[config.mk]
export PLATFORM = sky130hd
export DESIGN_NAME = iar_builder
export DESIGN_NICKNAME = d
export VERILOG_FILES = /design/src/design/iar_pkg.sv /design/src/design/iar_seq_cnt.sv /design/src/design/iar_chan_props.sv /design/src/design/iar_builder.sv
export SDC_FILE = /design/constraint.sdc
export NUM_CORES = 1
export LEC_CHECK = 0
export ABC_AREA = 1
export BUFFER_PORTS_ARGS = -buffer_cell sky130_fd_sc_hd__buf_2
export CORE_UTILIZATION = 43
export DETAILED_ROUTE_END_ITERATION = 6
export MAX_ROUTING_LAYER = met4
export PLACE_DENSITY = 0.63
export SYNTH_ARGS = -nofsm -noshare
export SYNTH_HDL_FRONTEND = slang
export SYNTH_SLANG_ARGS = --single-unit
[constraint.sdc]
create_clock -name CLK -period 3.28 [get_ports CLK]
set_input_delay 0.492 -clock CLK [delete_from_list [all_inputs] [get_ports CLK]]
set_output_delay 0.492 -clock CLK [all_outputs]
set_load 0.01 [all_outputs]
[src/design/iar_pkg.sv]
// iar_pkg: constants and types of the alarm record builder.
// assumes: shared by the builder top and its two helper modules.
package iar_pkg;
    // header field values
    localparam logic [15:0] BT_DIAG      = 16'h0002;
    localparam logic [15:0] BT_PROC      = 16'h0001;
    localparam logic [15:0] BLK_VERSION  = 16'h0100;
    localparam logic [15:0] AT_DIAG      = 16'h0001;
    localparam logic [15:0] AT_PROC      = 16'h0002;
    localparam logic [31:0] API_DEFAULT  = 32'h0000_0000;
    // maintenance item block
    localparam logic [15:0] USI_MAINT    = 16'h8100;
    localparam logic [15:0] MI_TYPE      = 16'h0F00;
    localparam logic [15:0] MI_LENGTH    = 16'h0008;
    localparam logic [15:0] MI_VERSION   = 16'h0001;
    localparam logic [15:0] MI_RESERVED  = 16'h0000;
    localparam logic [31:0] MS_REQUIRED  = 32'h0000_0001;
    localparam logic [31:0] MS_DEMANDED  = 32'h0000_0002;
    // extended channel diagnosis block
    localparam logic [15:0] USI_EXT_DIAG = 16'h8002;
    localparam logic [15:0] CHAN_SUBMOD  = 16'h8000;
    // channel properties codes
    localparam logic [1:0]  SPEC_CLEARED = 2'b00;
    localparam logic [1:0]  SPEC_APPEAR  = 2'b01;
    localparam logic [1:0]  SPEC_GONE    = 2'b10;
    localparam logic [1:0]  QUAL_NONE    = 2'b00;
    localparam logic [1:0]  QUAL_REQ     = 2'b01;  // bit 9
    localparam logic [1:0]  QUAL_DEM     = 2'b10;  // bit 10
    // alarm specifier sequence width and bit positions
    localparam int SPC_SEQ_W   = 11;
    localparam int SPC_CH_AV   = 11;
    localparam int SPC_MANUF   = 12;
    localparam int SPC_CH_ANY  = 13;
    localparam int SPC_AR_DIAG = 15;
    // slot and subslot addresses
    localparam logic [15:0] SLOT_HEAD    = 16'h0000;
    localparam logic [15:0] SLOT_BRK     = 16'h0001;
    localparam logic [15:0] SUB_HEAD     = 16'h0001;
    localparam logic [15:0] SUB_IFACE    = 16'h8000;
    localparam logic [15:0] SUB_PORT1    = 16'h8001;
    localparam logic [15:0] SUB_PORT2    = 16'h8002;
    localparam logic [15:0] SUB_BRK      = 16'h0001;
    // record geometry in bytes, total record width in bits
    localparam int HDR_BYTES = 26;
    localparam int BLK_BYTES = 14;
    localparam int TAG_BYTES = 4;
    localparam int REC_W     = 8 * (HDR_BYTES + 2 * BLK_BYTES);
    // byte offsets of header fields
    localparam int OFS_LEN  = 2;
    localparam int OFS_VER  = 4;
    localparam int OFS_AT   = 6;
    localparam int OFS_API  = 8;
    localparam int OFS_SLOT = 12;
    localparam int OFS_SUB  = 14;
    localparam int OFS_SPEC = 24;

    typedef enum logic [1:0] {
        KIND_DIAG  = 2'b00,
        KIND_PROC  = 2'b01,
        KIND_MAINT = 2'b10
    } iar_kind_t;

    typedef enum logic [2:0] {
        LOC_HEAD  = 3'b000,
        LOC_IFACE = 3'b001,
        LOC_PORT1 = 3'b010,
        LOC_PORT2 = 3'b011,
        LOC_BRK   = 3'b100
    } iar_loc_t;

    // slot in the upper half, subslot in the lower half
    function automatic logic [31:0] loc_addr(input logic [2:0] loc);
        case (loc)
            LOC_IFACE: loc_addr = {SLOT_HEAD, SUB_IFACE};
            LOC_PORT1: loc_addr = {SLOT_HEAD, SUB_PORT1};
            LOC_PORT2: loc_addr = {SLOT_HEAD, SUB_PORT2};
            LOC_BRK:   loc_addr = {SLOT_BRK, SUB_BRK};
            default:   loc_addr = {SLOT_HEAD, SUB_HEAD};
        endcase
    endfunction
endpackage

[src/design/iar_seq_cnt.sv]
// iar_seq_cnt: wrapping alarm sequence number.
// assumes: adv is a one-cycle pulse on the same clock.
`timescale 1ns/1ps
`default_nettype none
module iar_seq_cnt #(
    parameter int W = iar_pkg::SPC_SEQ_W
) (
    input  wire logic         clk,
    input  wire logic         rst,
    input  wire logic         adv,
    output logic      [W-1:0] seq
);
    logic [W-1:0] seq_r;

    always_ff @(posedge clk) begin
        if (rst) begin
            seq_r <= '0;
        end else if (adv) begin
            seq_r <= seq_r + W'(1);  // wraps to zero past the top
        end
    end

    assign seq = seq_r;
endmodule // iar_seq_cnt
`default_nettype wire

[src/design/iar_chan_props.sv]
// iar_chan_props: packs the channel properties word.
// assumes: inputs are steady while the record is latched.
`timescale 1ns/1ps
`default_nettype none
module iar_chan_props #(
    parameter logic [15:0] CHAN_NUM = iar_pkg::CHAN_SUBMOD
) (
    input  wire logic [2:0]  width_code,
    input  wire logic        group,
    input  wire logic [1:0]  qual,
    input  wire logic [1:0]  spec,
    input  wire logic [2:0]  dir,
    output logic      [15:0] props
);
    logic [7:0] type_code;

    always_comb begin
        if (CHAN_NUM == iar_pkg::CHAN_SUBMOD) begin
            type_code = 8'h00;
        end else begin
            type_code = {5'h00, width_code};
        end
    end

    assign props = {dir, spec, qual, group, type_code};
endmodule // iar_chan_props
`default_nettype wire

[src/design/iar_builder.sv]
// iar_builder: builds alarm records and streams them out byte-wise.
// assumes: requests come from logic on CLK; the sink obeys valid/ready.
`timescale 1ns/1ps
`default_nettype none
module iar_builder #(
    parameter logic [15:0] CHAN_NUM = iar_pkg::CHAN_SUBMOD
) (
    input  wire logic        CLK,
    input  wire logic        RST,
    // alarm request
    input  wire logic        REQ_VALID,
    output logic             REQ_READY,
    input  wire logic [1:0]  REQ_KIND,
    input  wire logic [2:0]  REQ_LOC,
    input  wire logic [31:0] REQ_MODULE_ID,
    input  wire logic [31:0] REQ_SUBMOD_ID,
    input  wire logic        REQ_MANUF_INFO,
    input  wire logic        REQ_CH_ANY,
    input  wire logic        REQ_AR_DIAG,
    input  wire logic        REQ_APPEAR,
    input  wire logic        REQ_ALL_CLEAR,
    input  wire logic        REQ_DEMANDED,
    input  wire logic        REQ_GROUP,
    input  wire logic [2:0]  REQ_WIDTH,
    input  wire logic [2:0]  REQ_DIR,
    input  wire logic [15:0] REQ_ERR_TYPE,
    input  wire logic [15:0] REQ_EXT_ERR,
    input  wire logic [31:0] REQ_ADD_VALUE,
    // record byte stream
    output logic             OUT_VALID,
    input  wire logic        OUT_READY,
    output logic [7:0]       OUT_DATA,
    output logic             OUT_FIRST,
    output logic             OUT_LAST,
    // status
    output logic [10:0]      SEQ_NUM
);
    localparam int RW = iar_pkg::REC_W;

    typedef enum logic {
        ST_IDLE = 1'b0,
        ST_SEND = 1'b1
    } iar_state_t;

    iar_state_t            state_r;
    logic       [RW-1:0]   rec_r;
    logic       [RW-1:0]   rec_nxt;
    logic       [5:0]      cnt_r;
    logic       [5:0]      last_r;
    logic       [1:0]      kind_r;
    logic                  dem_r;
    logic                  req_fire;
    logic                  out_fire;
    logic       [10:0]     seq;
    logic       [15:0]     props;
    logic       [1:0]      qual;
    logic       [1:0]      spec;
    logic       [15:0]     rec_len;
    logic       [15:0]     alarm_spec;
    logic       [207:0]    hdr;
    logic       [111:0]    blk_chan;
    logic       [111:0]    blk_maint;
    logic                  is_maint;

    // 16-bit field at a byte offset of a latched record
    function automatic logic [15:0] hw16(input logic [RW-1:0] r,
                                         input int ofs);
        hw16 = r[RW-1-8*ofs -: 16];
    endfunction

    // header length for a record with n blocks
    function automatic logic [15:0] len_for(input int n);
        len_for = 16'(iar_pkg::HDR_BYTES + n * iar_pkg::BLK_BYTES
                      - iar_pkg::TAG_BYTES);
    endfunction

    // request and stream handshakes
    assign req_fire  = REQ_VALID && REQ_READY;
    assign out_fire  = OUT_VALID && OUT_READY;
    assign REQ_READY = (state_r == ST_IDLE);
    assign OUT_VALID = (state_r == ST_SEND);
    assign OUT_FIRST = OUT_VALID && (cnt_r == 6'h00);
    assign OUT_LAST  = OUT_VALID && (cnt_r == last_r);
    assign is_maint  = (REQ_KIND == iar_pkg::KIND_MAINT);

    iar_seq_cnt #(.W (iar_pkg::SPC_SEQ_W)) u_seq (
        .clk (CLK),
        .rst (RST),
        .adv (req_fire),
        .seq (seq)
    );
    assign SEQ_NUM = seq;

    always_comb begin
        if (!is_maint) begin
            qual = iar_pkg::QUAL_NONE;
        end else if (REQ_DEMANDED) begin
            qual = iar_pkg::QUAL_DEM;
        end else begin
            qual = iar_pkg::QUAL_REQ;
        end
    end

    always_comb begin
        if (REQ_ALL_CLEAR && !is_maint) begin
            spec = iar_pkg::SPEC_CLEARED;
        end else if (REQ_APPEAR) begin
            spec = iar_pkg::SPEC_APPEAR;
        end else begin
            spec = iar_pkg::SPEC_GONE;
        end
    end

    // group flag drives the accumulative bit
    iar_chan_props #(.CHAN_NUM (CHAN_NUM)) u_props (
        .width_code (REQ_WIDTH),
        .group      (REQ_GROUP),
        .qual       (qual),
        .spec       (spec),
        .dir        (REQ_DIR),
        .props      (props)
    );

    // sequence plus flags, reserved bit zero
    always_comb begin
        alarm_spec = {5'h00, seq};
        alarm_spec[iar_pkg::SPC_CH_AV]   = 1'b1;  // channel info always
        alarm_spec[iar_pkg::SPC_MANUF]   = REQ_MANUF_INFO;
        alarm_spec[iar_pkg::SPC_CH_ANY]  = REQ_CH_ANY;
        alarm_spec[iar_pkg::SPC_AR_DIAG] = REQ_AR_DIAG;
    end

    // length excludes type and length words
    assign rec_len = is_maint ? len_for(2) : len_for(1);

    // kind picks block and alarm type
    assign hdr = {
        (REQ_KIND == iar_pkg::KIND_PROC) ? iar_pkg::BT_PROC
                                         : iar_pkg::BT_DIAG,
        rec_len,
        iar_pkg::BLK_VERSION,
        (REQ_KIND == iar_pkg::KIND_PROC) ? iar_pkg::AT_PROC
                                         : iar_pkg::AT_DIAG,
        iar_pkg::API_DEFAULT,
        iar_pkg::loc_addr(REQ_LOC),
        REQ_MODULE_ID,
        REQ_SUBMOD_ID,
        alarm_spec
    };

    assign blk_chan = {
        iar_pkg::USI_EXT_DIAG,
        CHAN_NUM,
        props,
        REQ_ERR_TYPE,
        REQ_EXT_ERR,
        REQ_ADD_VALUE
    };

    assign blk_maint = {
        iar_pkg::USI_MAINT,
        iar_pkg::MI_TYPE,
        iar_pkg::MI_LENGTH,
        iar_pkg::MI_VERSION,
        iar_pkg::MI_RESERVED,
        REQ_DEMANDED ? iar_pkg::MS_DEMANDED : iar_pkg::MS_REQUIRED
    };

    // one or two blocks after the header
    always_comb begin
        if (is_maint) begin
            rec_nxt = {hdr, blk_maint, blk_chan};
        end else begin
            rec_nxt = {hdr, blk_chan, 112'h0};
        end
    end

    // record shift register, high byte leaves first
    always_ff @(posedge CLK) begin
        if (RST) begin
            rec_r <= '0;
        end else if (req_fire) begin
            rec_r <= rec_nxt;
        end else if (out_fire) begin
            rec_r <= {rec_r[RW-9:0], 8'h00};
        end
    end
    assign OUT_DATA = rec_r[RW-1 -: 8];

    // per-record attributes
    always_ff @(posedge CLK) begin
        if (RST) begin
            kind_r <= iar_pkg::KIND_DIAG;
            dem_r  <= 1'b0;
            last_r <= 6'h00;
        end else if (req_fire) begin
            kind_r <= REQ_KIND;
            dem_r  <= REQ_DEMANDED;
            last_r <= 6'(rec_len + 16'(iar_pkg::TAG_BYTES) - 16'h0001);
        end
    end

    // byte counter and state
    always_ff @(posedge CLK) begin
        if (RST) begin
            state_r <= ST_IDLE;
            cnt_r   <= 6'h00;
        end else begin
            case (state_r)
                ST_IDLE: begin
                    cnt_r <= 6'h00;
                    if (req_fire) begin
                        state_r <= ST_SEND;
                    end
                end
                ST_SEND: begin
                    if (out_fire) begin
                        if (cnt_r == last_r) begin
                            state_r <= ST_IDLE;
                            cnt_r   <= 6'h00;
                        end else begin
                            cnt_r <= cnt_r + 6'h01;
                        end
                    end
                end
                default: begin
                    state_r <= ST_IDLE;
                    cnt_r   <= 6'h00;
                end
            endcase
        end
    end

    // checks on the record as it stands before its first byte
    logic send_start;
    assign send_start = OUT_VALID && (cnt_r == 6'h00);

    // first byte is block type high
    property p_first_byte;
        @(posedge CLK) disable iff (RST)
        OUT_FIRST |-> (OUT_DATA == 8'h00);
    endproperty
    a_first_byte: assert property (p_first_byte)
        else $error("first byte is not block type high byte");
    // second byte is block type low
    property p_bt_low;
        @(posedge CLK) disable iff (RST)
        (OUT_FIRST && OUT_READY) ##1 OUT_VALID |->
            (OUT_DATA == ((kind_r == iar_pkg::KIND_PROC) ? 8'h01 : 8'h02));
    endproperty
    a_bt_low: assert property (p_bt_low)
        else $error("block type low byte wrong for kind");
    // length set by kind and agrees with stream end
    property p_len;
        @(posedge CLK) disable iff (RST)
        send_start |->
            (hw16(rec_r, iar_pkg::OFS_LEN) + 16'(iar_pkg::TAG_BYTES) ==
                16'(iar_pkg::HDR_BYTES + iar_pkg::BLK_BYTES *
                    ((kind_r == iar_pkg::KIND_MAINT) ? 2 : 1))) &&
            (16'(last_r) + 16'h0001 == hw16(rec_r, iar_pkg::OFS_LEN)
                                        + 16'(iar_pkg::TAG_BYTES));
    endproperty
    a_len: assert property (p_len)
        else $error("length field does not match record size");
    property p_ver_api;
        @(posedge CLK) disable iff (RST)
        send_start |->
            (hw16(rec_r, iar_pkg::OFS_VER) == iar_pkg::BLK_VERSION) &&
            (hw16(rec_r, iar_pkg::OFS_API) == 16'h0000) &&
            (hw16(rec_r, iar_pkg::OFS_API + 2) == 16'h0000);
    endproperty
    a_ver_api: assert property (p_ver_api)
        else $error("version or application id wrong");
    property p_brk_addr;
        @(posedge CLK) disable iff (RST)
        (req_fire && REQ_LOC == iar_pkg::LOC_BRK) |=>
            (hw16(rec_r, iar_pkg::OFS_SLOT) == iar_pkg::SLOT_BRK) &&
            (hw16(rec_r, iar_pkg::OFS_SUB) == iar_pkg::SUB_BRK);
    endproperty
    a_brk_addr: assert property (p_brk_addr)
        else $error("breaker slot or subslot wrong");
    property p_spec_seq;
        @(posedge CLK) disable iff (RST)
        req_fire |=>
            (hw16(rec_r, iar_pkg::OFS_SPEC) ==
                ({5'h00, $past(seq)} | 16'h0800 |
                 {$past(REQ_AR_DIAG), 1'b0, $past(REQ_CH_ANY),
                  $past(REQ_MANUF_INFO), 12'h000}));
    endproperty
    a_spec_seq: assert property (p_spec_seq)
        else $error("alarm specifier wrong");
    property p_seq_step;
        @(posedge CLK) disable iff (RST)
        req_fire |=> (seq == $past(seq) + 11'h001);
    endproperty
    a_seq_step: assert property (p_seq_step)
        else $error("sequence number did not advance by one");
    property p_maint_status;
        @(posedge CLK) disable iff (RST)
        send_start && (kind_r == iar_pkg::KIND_MAINT) |->
            (rec_r[RW-1-8*(iar_pkg::HDR_BYTES+13) -: 8] ==
                (dem_r ? 8'h02 : 8'h01));
    endproperty
    a_maint_status: assert property (p_maint_status)
        else $error("maintenance status wrong");
    property p_chan_usi;
        @(posedge CLK) disable iff (RST)
        send_start && (kind_r != iar_pkg::KIND_MAINT) |->
            (hw16(rec_r, iar_pkg::HDR_BYTES) == iar_pkg::USI_EXT_DIAG) &&
            (hw16(rec_r, iar_pkg::HDR_BYTES + 2) == CHAN_NUM);
    endproperty
    a_chan_usi: assert property (p_chan_usi)
        else $error("channel block header wrong");
    property p_hold;
        @(posedge CLK) disable iff (RST)
        OUT_VALID && !OUT_READY |=> OUT_VALID && $stable(OUT_DATA);
    endproperty
    a_hold: assert property (p_hold)
        else $error("output byte changed while stalled");
    // record ends and frees the request side
    property p_end;
        @(posedge CLK) disable iff (RST)
        OUT_LAST && OUT_READY |=> REQ_READY && !OUT_VALID;
    endproperty
    a_end: assert property (p_end)
        else $error("record did not end after last byte");
endmodule // iar_builder
`default_nettype wire

==> results.toml, run 1 <==
[logic_synthesis]
synth_top_family_by_area = "compound AO/OA/AOI/OAI gates"
ys_seq_area_frac = 0.523
synth_area_leader_cell = "dfxtp_1"
synthCells = 2197
yosysWarningCount = 0
yosys-top-cells-area = "dfxtp_1 52%, nand2_1 12%, a21oi_1 10%"
synthDistinctLibCells = 32
synth_top_cell_area_share = 0.523
synth_nets = 2350
synth_compound_area_frac = 0.268
synth_fa_ha_area_frac = 0.00217
yosys.area_share.simple = 0.143
avgSynthCellArea_um2 = 7.89
synth_mux_area_frac = 0
syn_area_mm2 = 0.0173
synth_xor_area_frac = 0.000505
synth-seq-cells = 453

[global_routing]
antenna_found_initial = 12
grt_pass1_vias = 14100
gr-total-overflow = 0
grt_max_degree = 190
grt_pass1_wl_um = 72100
track_usage = 0.219

[clock_tree]
post_cts_resized = 0
clockRootBuffer = "clkbuf_16"
clock_path_buffers = 3
holdBufCountCts = 0
clk_pin_slew_ns = 0.06
cts_max_level = 2
cts.sinks = 453
cts_made_buffers = 47
cts_setup_buffers = 0
clk_latency_ns = 0.57
cts_tree = "yes"

[floorplan]
core-area_mm2 = 0.0397
die_h_um = 203
rows = 73
ioPinCount = 173
die_w_um = 203
dieArea_mm2 = 0.0411
initial_core_util = 0.436

[hold_path]
min_from = "REQ_ERR_TYPE[12]"
hold_depth = 3
min_path_type = "input port to flip-flop"

[layout]
fill_cells = 3903
multi_input_area_mm2 = 0.00721
drive_gt1_frac = 0.127
area_delta_synth_final_pct = 15.2
area.sequential_mm2 = 0.00907
nets = 2380

[sta]
max-slew-margin-rel = 0.396
maxSlewViolCount = 0
tightest_slew_ns = 0.907
grt_setup_unrepaired = "false"
max_freq_ghz = 0.414
period_share = 0.736
fin_skew_ns = 0.00866
hold_viol_final = 0
fin_crit_ns = 2.41
setup_tns_ns = 0
setup_viol = 0
holdWs_ns = 0.181

[status]
status = "complete, no violations"

[worst_setup_path]
max_stage_delay_ns = 0.47
cp.required_ns = 2.79
r2r_setup_slack_ns = 0.94
critPathLaunch = "cnt_r[2]"
worstSetupStartpointType = "flip-flop"
worstSetupPathType = "flip-flop to output pin"
worstPathCellList = "inv_1, nand2_1, nand2_1, nor2_1, nand3_1, nor2_1, buf_2"
slowest_stage = "dfxtp_1"
worst_setup_path_end_kind = "output pin"
r2r-start = "OUT_VALID"
cp.arrival_ns = 1.92
cp_max_fo = 8
r2r_cells = 7

[route]
drtIter0Drc = 1241
wirelength_um = 44700
vias = 15100
wl_per_cell_um = 16.0
firstDrtPassIters = 6
drc = 0
vias_per_cell = 5.39
drtAntennaViolNets = 0

[flow_run]
maxCapViolCount = 0

[power]
power_density_mw_per_mm2 = 651
peakVddDrop_mv = 0.364
power_leakage_nw = 7.17

[placed_design]
io_buffers = 169
hpwlAfterDp_um = 26800
gp_congestion = 0.831
-- registers in the layout (all words and copies together) (netlist names) --
| register | count |
|---|---|
| rec_r | 432 |
| u_seq.seq | 11 |
| cnt_r | 6 |
| last_r | 3 |
| OUT_VALID | 1 |
-- cell usage after synthesis --
| cell | count |
|---|---|
| nor2_2 | 3 |
| a21oi_1 | 348 |
| nor3_1 | 4 |
| o211ai_1 | 1 |
| o221ai_1 | 1 |
| nor3_2 | 1 |
| buf_2 | 68 |
| or2_2 | 4 |
| dfxtp_1 | 453 |
| inv_2 | 3 |
| o22ai_1 | 1 |
| buf_4 | 20 |
| inv_1 | 32 |
| o21ai_0 | 307 |
| clkbuf_1 | 113 |
| nor2_1 | 32 |
| nand4_1 | 4 |
| xor2_1 | 1 |
| a41oi_1 | 1 |
| a22oi_1 | 95 |
| a211oi_1 | 2 |
| nand3_1 | 13 |
| a31oi_1 | 93 |
| o221a_2 | 2 |
| nor3b_1 | 1 |
| clkbuf_2 | 8 |
| buf_1 | 2 |
| clkinv_1 | 1 |
| ha_1 | 3 |
| nand2_1 | 577 |
| nand2_4 | 1 |
| nand2_2 | 2 |
-- where the power goes --
group	switching, mW	internal (mW)	total, mW	leakage (nW)
registers	0.166	5.84	6.01	3.71
clock network	2.20	3.58	5.78	0.831
logic	0.813	0.406	1.22	2.63
total	3.18	9.82	13.0	7.17
-- cells in the final DEF, fill, tap and decap left out, drive strengths merged, types with 11 or more instances in the layout --
cell	n
a21oi	348
a22oi	95
a31oi	93
buf	192
clkbuf	72
dfxtp	453
diode	11
inv	37
nand2	580
nand3	13
nor2	35
o21ai	307
-- path summary, 6_finish.rpt --
path | to
hold reg to reg | rec_r[185]
hold / removal | rec_r[60]
setup reg to reg | rec_r[386]
setup / recovery | OUT_LAST
-- stage by stage --
step                      cell area [um2]  setup WS [ns]   util  instances  power, mW
final                               20000          0.866  0.503       2798       13.0
after global placement              18200          0.990  0.459       2703       7.31
after global routing                20000          0.707  0.503       2798       13.6
after detailed placement            18200          0.913  0.459       2703       7.34
after CTS                           19900          0.844  0.502       2787       13.1
after floorplan                     17300           1.67      -       2197       6.94
-- cell type report --
class                   instances  area share
diodes                         11     0.00138
clock inverters                12      0.0111
repair buffers                192      0.0580
inverters                      36     0.00727
clock buffers                  72      0.0742
multi-input cells            1497       0.361
well taps                     525      0.0329
flip-flops and latches        453       0.454
-- critical path: cells and delay by family (launching register included) --
kind / cells / cell delay (ns)
AND/OR/NAND/NOR: 5 / 0.67
buffers and inverters: 2 / 0.22
flip-flops: 1 / 0.47
-- routing by layer --
metal	wire, um	vias up	track usage
li1	-	7591	-
met1	20500	7091	0.283
met2	21000	314	0.348
met3	2310	73	0.0413
met4	926	0	0.0642
met5	0	-	-
-- kinds of logic (layout without fill, tap and decap cells) --
| kind of cell | count (synthesis) | in the layout |
|---|---|---|
| AO/OA/AOI/OAI | 851 | 851 |
| AND/OR/NAND/NOR | 642 | 642 |
| flip-flops | 453 | 453 |
| buffers and inverters | 247 | 312 |
| adder cells (fa/ha/maj) | 3 | 3 |
| XOR/XNOR | 1 | 1 |
| other | 0 | 11 |
(Power assumes the default switching activity.)
==> run 2: changes to the inputs <==
Settings changed: PLACE_DENSITY 0.63 to 0.66.
Clock period 3.28 ns to 2.1 ns, I/O delays scaled along.
==> run 2 against run 1 <==
  * The run now ends with DRC left
  * Die area is the same
  * Clock skew increased by 0.0065 ns
  * Non-clock buffer count grew 26
  * Flip-flop and latch count did not move
  * Utilization rose by 0.69 points
  * Highest routed layer unchanged
  * Final cell count rose by 0.93%
  * Clock power increased by 49%
  * First-iteration DRC count is 11% higher
  * Power rose by 54%
  * Largest power group unchanged
  * Combinational power up 66%
  * Sequential share of layout area decreased by 0.59 points
  * Clock-buffer cell count decreased by 3
==> results.toml, run 2 (synthesis gave the netlist of run 1 again) <==
[sta]
fin_crit_ns = 2.04
setup_viol = 0
period_share = 0.969
setup_tns_ns = 0
max_freq_ghz = 0.491
setup_ws_ns = 0.0648
hold_viol_final = 0
max-slew-margin-rel = 0.474
grt_setup_unrepaired = "false"
tightest_slew_ns = 0.789
fin_skew_ns = 0.0152
maxSlewViolCount = 0

[layout]
nets = 2406
final_common_cell = "nand2_1"
area_delta_synth_final_pct = 16.8
drive_gt1_frac = 0.136
area.sequential_mm2 = 0.00907
largest_register_ffs = 432
top_register = "rec_r"
finalNonFillerCells = 2824
final_cell_mix = "577 x nand2_1, 449 x dfxtp_1, 348 x a21oi_1"
fill_cells = 3757
multi_input_area_mm2 = 0.00722

[route]
drtAntennaViolNets = 0
wl_per_cell_um = 15.8
firstDrtPassIters = 7
vias = 15300
wirelength_um = 44700
drtIter0Drc = 1373
drc = 1
vias_per_cell = 5.43

[status]
violations = "DRC"
status = "finished with violations"

[worst_setup_path]
worstSetupStartpointType = "flip-flop"
worstSetupPathType = "flip-flop to output pin"
worstPathCellList = "inv_1, nand2_1, nand2_1, nor2_1, nand3_2, nor2_1, buf_2"
critPathBufInv = 2
cp.required_ns = 1.78
worst_setup_path_end_kind = "output pin"
crit_family = "simple AND/OR/NAND/NOR gates"
r2r_setup_slack_ns = 0.32
cp.arrival_ns = 1.72
max_stage_delay_ns = 0.39
slowest_stage = "dfxtp_1"
cp_max_fo = 6

[clock_tree]
clockRootBuffer = "clkbuf_16"
clock_path_buffers = 3
cts.sinks = 453
clk_latency_ns = 0.56
clk_pin_slew_ns = 0.06
cts_tree = "yes"
cts_max_level = 2
cts_made_buffers = 47

[global_routing]
grt_pass1_vias = 14300
track_usage = 0.219
antenna_found_initial = 10
grt_pass1_wl_um = 72700
grt_max_degree = 167
gr-total-overflow = 0

[placed_design]
hpwlAfterDp_um = 27200
gp_congestion = 0.870
place_ws_ns = 0.317
io_buffers = 169
dp_cells = 2720

[floorplan]
dieArea_mm2 = 0.0411
die_h_um = 203
core-area_mm2 = 0.0397
initial_core_util = 0.436
ioPinCount = 173
rows = 73
die_w_um = 203

[flow_run]
maxCapViolCount = 0

[power]
peakVddDrop_mv = 0.725
power_density_mw_per_mm2 = 990
power_leakage_nw = 7.31

[hold_path]
min_path_type = "input port to flip-flop"
-- run 2: cell types whose count changed in the layout (fill, tap and decap cells not counted), sizes merged, moves of 2 or more --
cell         previous run  this run
clkinvlp                3         1
clkbuf                 72        69
clkinv                  2         5
dlygate4sd3             0         6
inv                    37        40
buf                   192       212
-- run 2: stage by stage --
step                      hold slack, ns  power (mW)  instance area, um2   util
final                             0.0173        20.0               20200  0.510
after global routing              0.0111        20.9               20200  0.509
after CTS                       0.000219        20.2               20200  0.508
after detailed placement           0.451        11.5               18500  0.466
after global placement             0.446        11.5               18500  0.466
after floorplan                    0.435        10.8               17300      -
-- run 2: layout make-up --
| class | count | area share |
|---|---|---|
| flip-flops and latches | 453 | 0.448 |
| well taps | 525 | 0.0324 |
| clock inverters | 15 | 0.0108 |
| multi-input cells | 1497 | 0.357 |
| inverters | 36 | 0.00717 |
| clock buffers | 69 | 0.0691 |
| repair buffers | 218 | 0.0744 |
| diodes | 11 | 0.00136 |
-- run 2: where the power goes --
group	switching [mW]	internal (mW)
clock network	3.41	5.23
registers	0.268	9.12
logic	1.30	0.729
total	4.97	15.1
-- run 2: routing by layer --
metal  vias up  wire [um]  global-route usage
met3        72       2710              0.0425
met2       404      20900               0.353
li1       7640          -                   -
met5         -          0                   -
met1      7213      20200               0.282
met4         0        863              0.0540
-- run 2: worst reg2reg max path: stages, from the launching register on --
cell and delay [ns]:
dfxtp_1 0.49, inv_2 0.12, nand2_8 0.14, nand2_8 0.13
inv_4 0.32, buf_12 0.26, nand2_1 0.10, a21oi_1 0.14
-- run 2: final timing paths --
path / startpoint / cells after the start / endpoint
worst max-delay path: last_r[2] / 7 / OUT_LAST
worst max register to register: OUT_VALID / 7 / rec_r[430]
worst min-delay path: REQ_ERR_TYPE[8] / 3 / rec_r[56]
worst min register to register: rec_r[429] / 2 / rec_r[429]
-- run 2: what timing repair did --
action | in CTS | in global routing
setup buffers | 0 | 3
hold endpoints to repair | 7 | 0
endpoints found under the setup margin | 1 | 2
pin swaps | 0 | 1
hold buffers | 6 | 0
resized for setup | 2 | 4
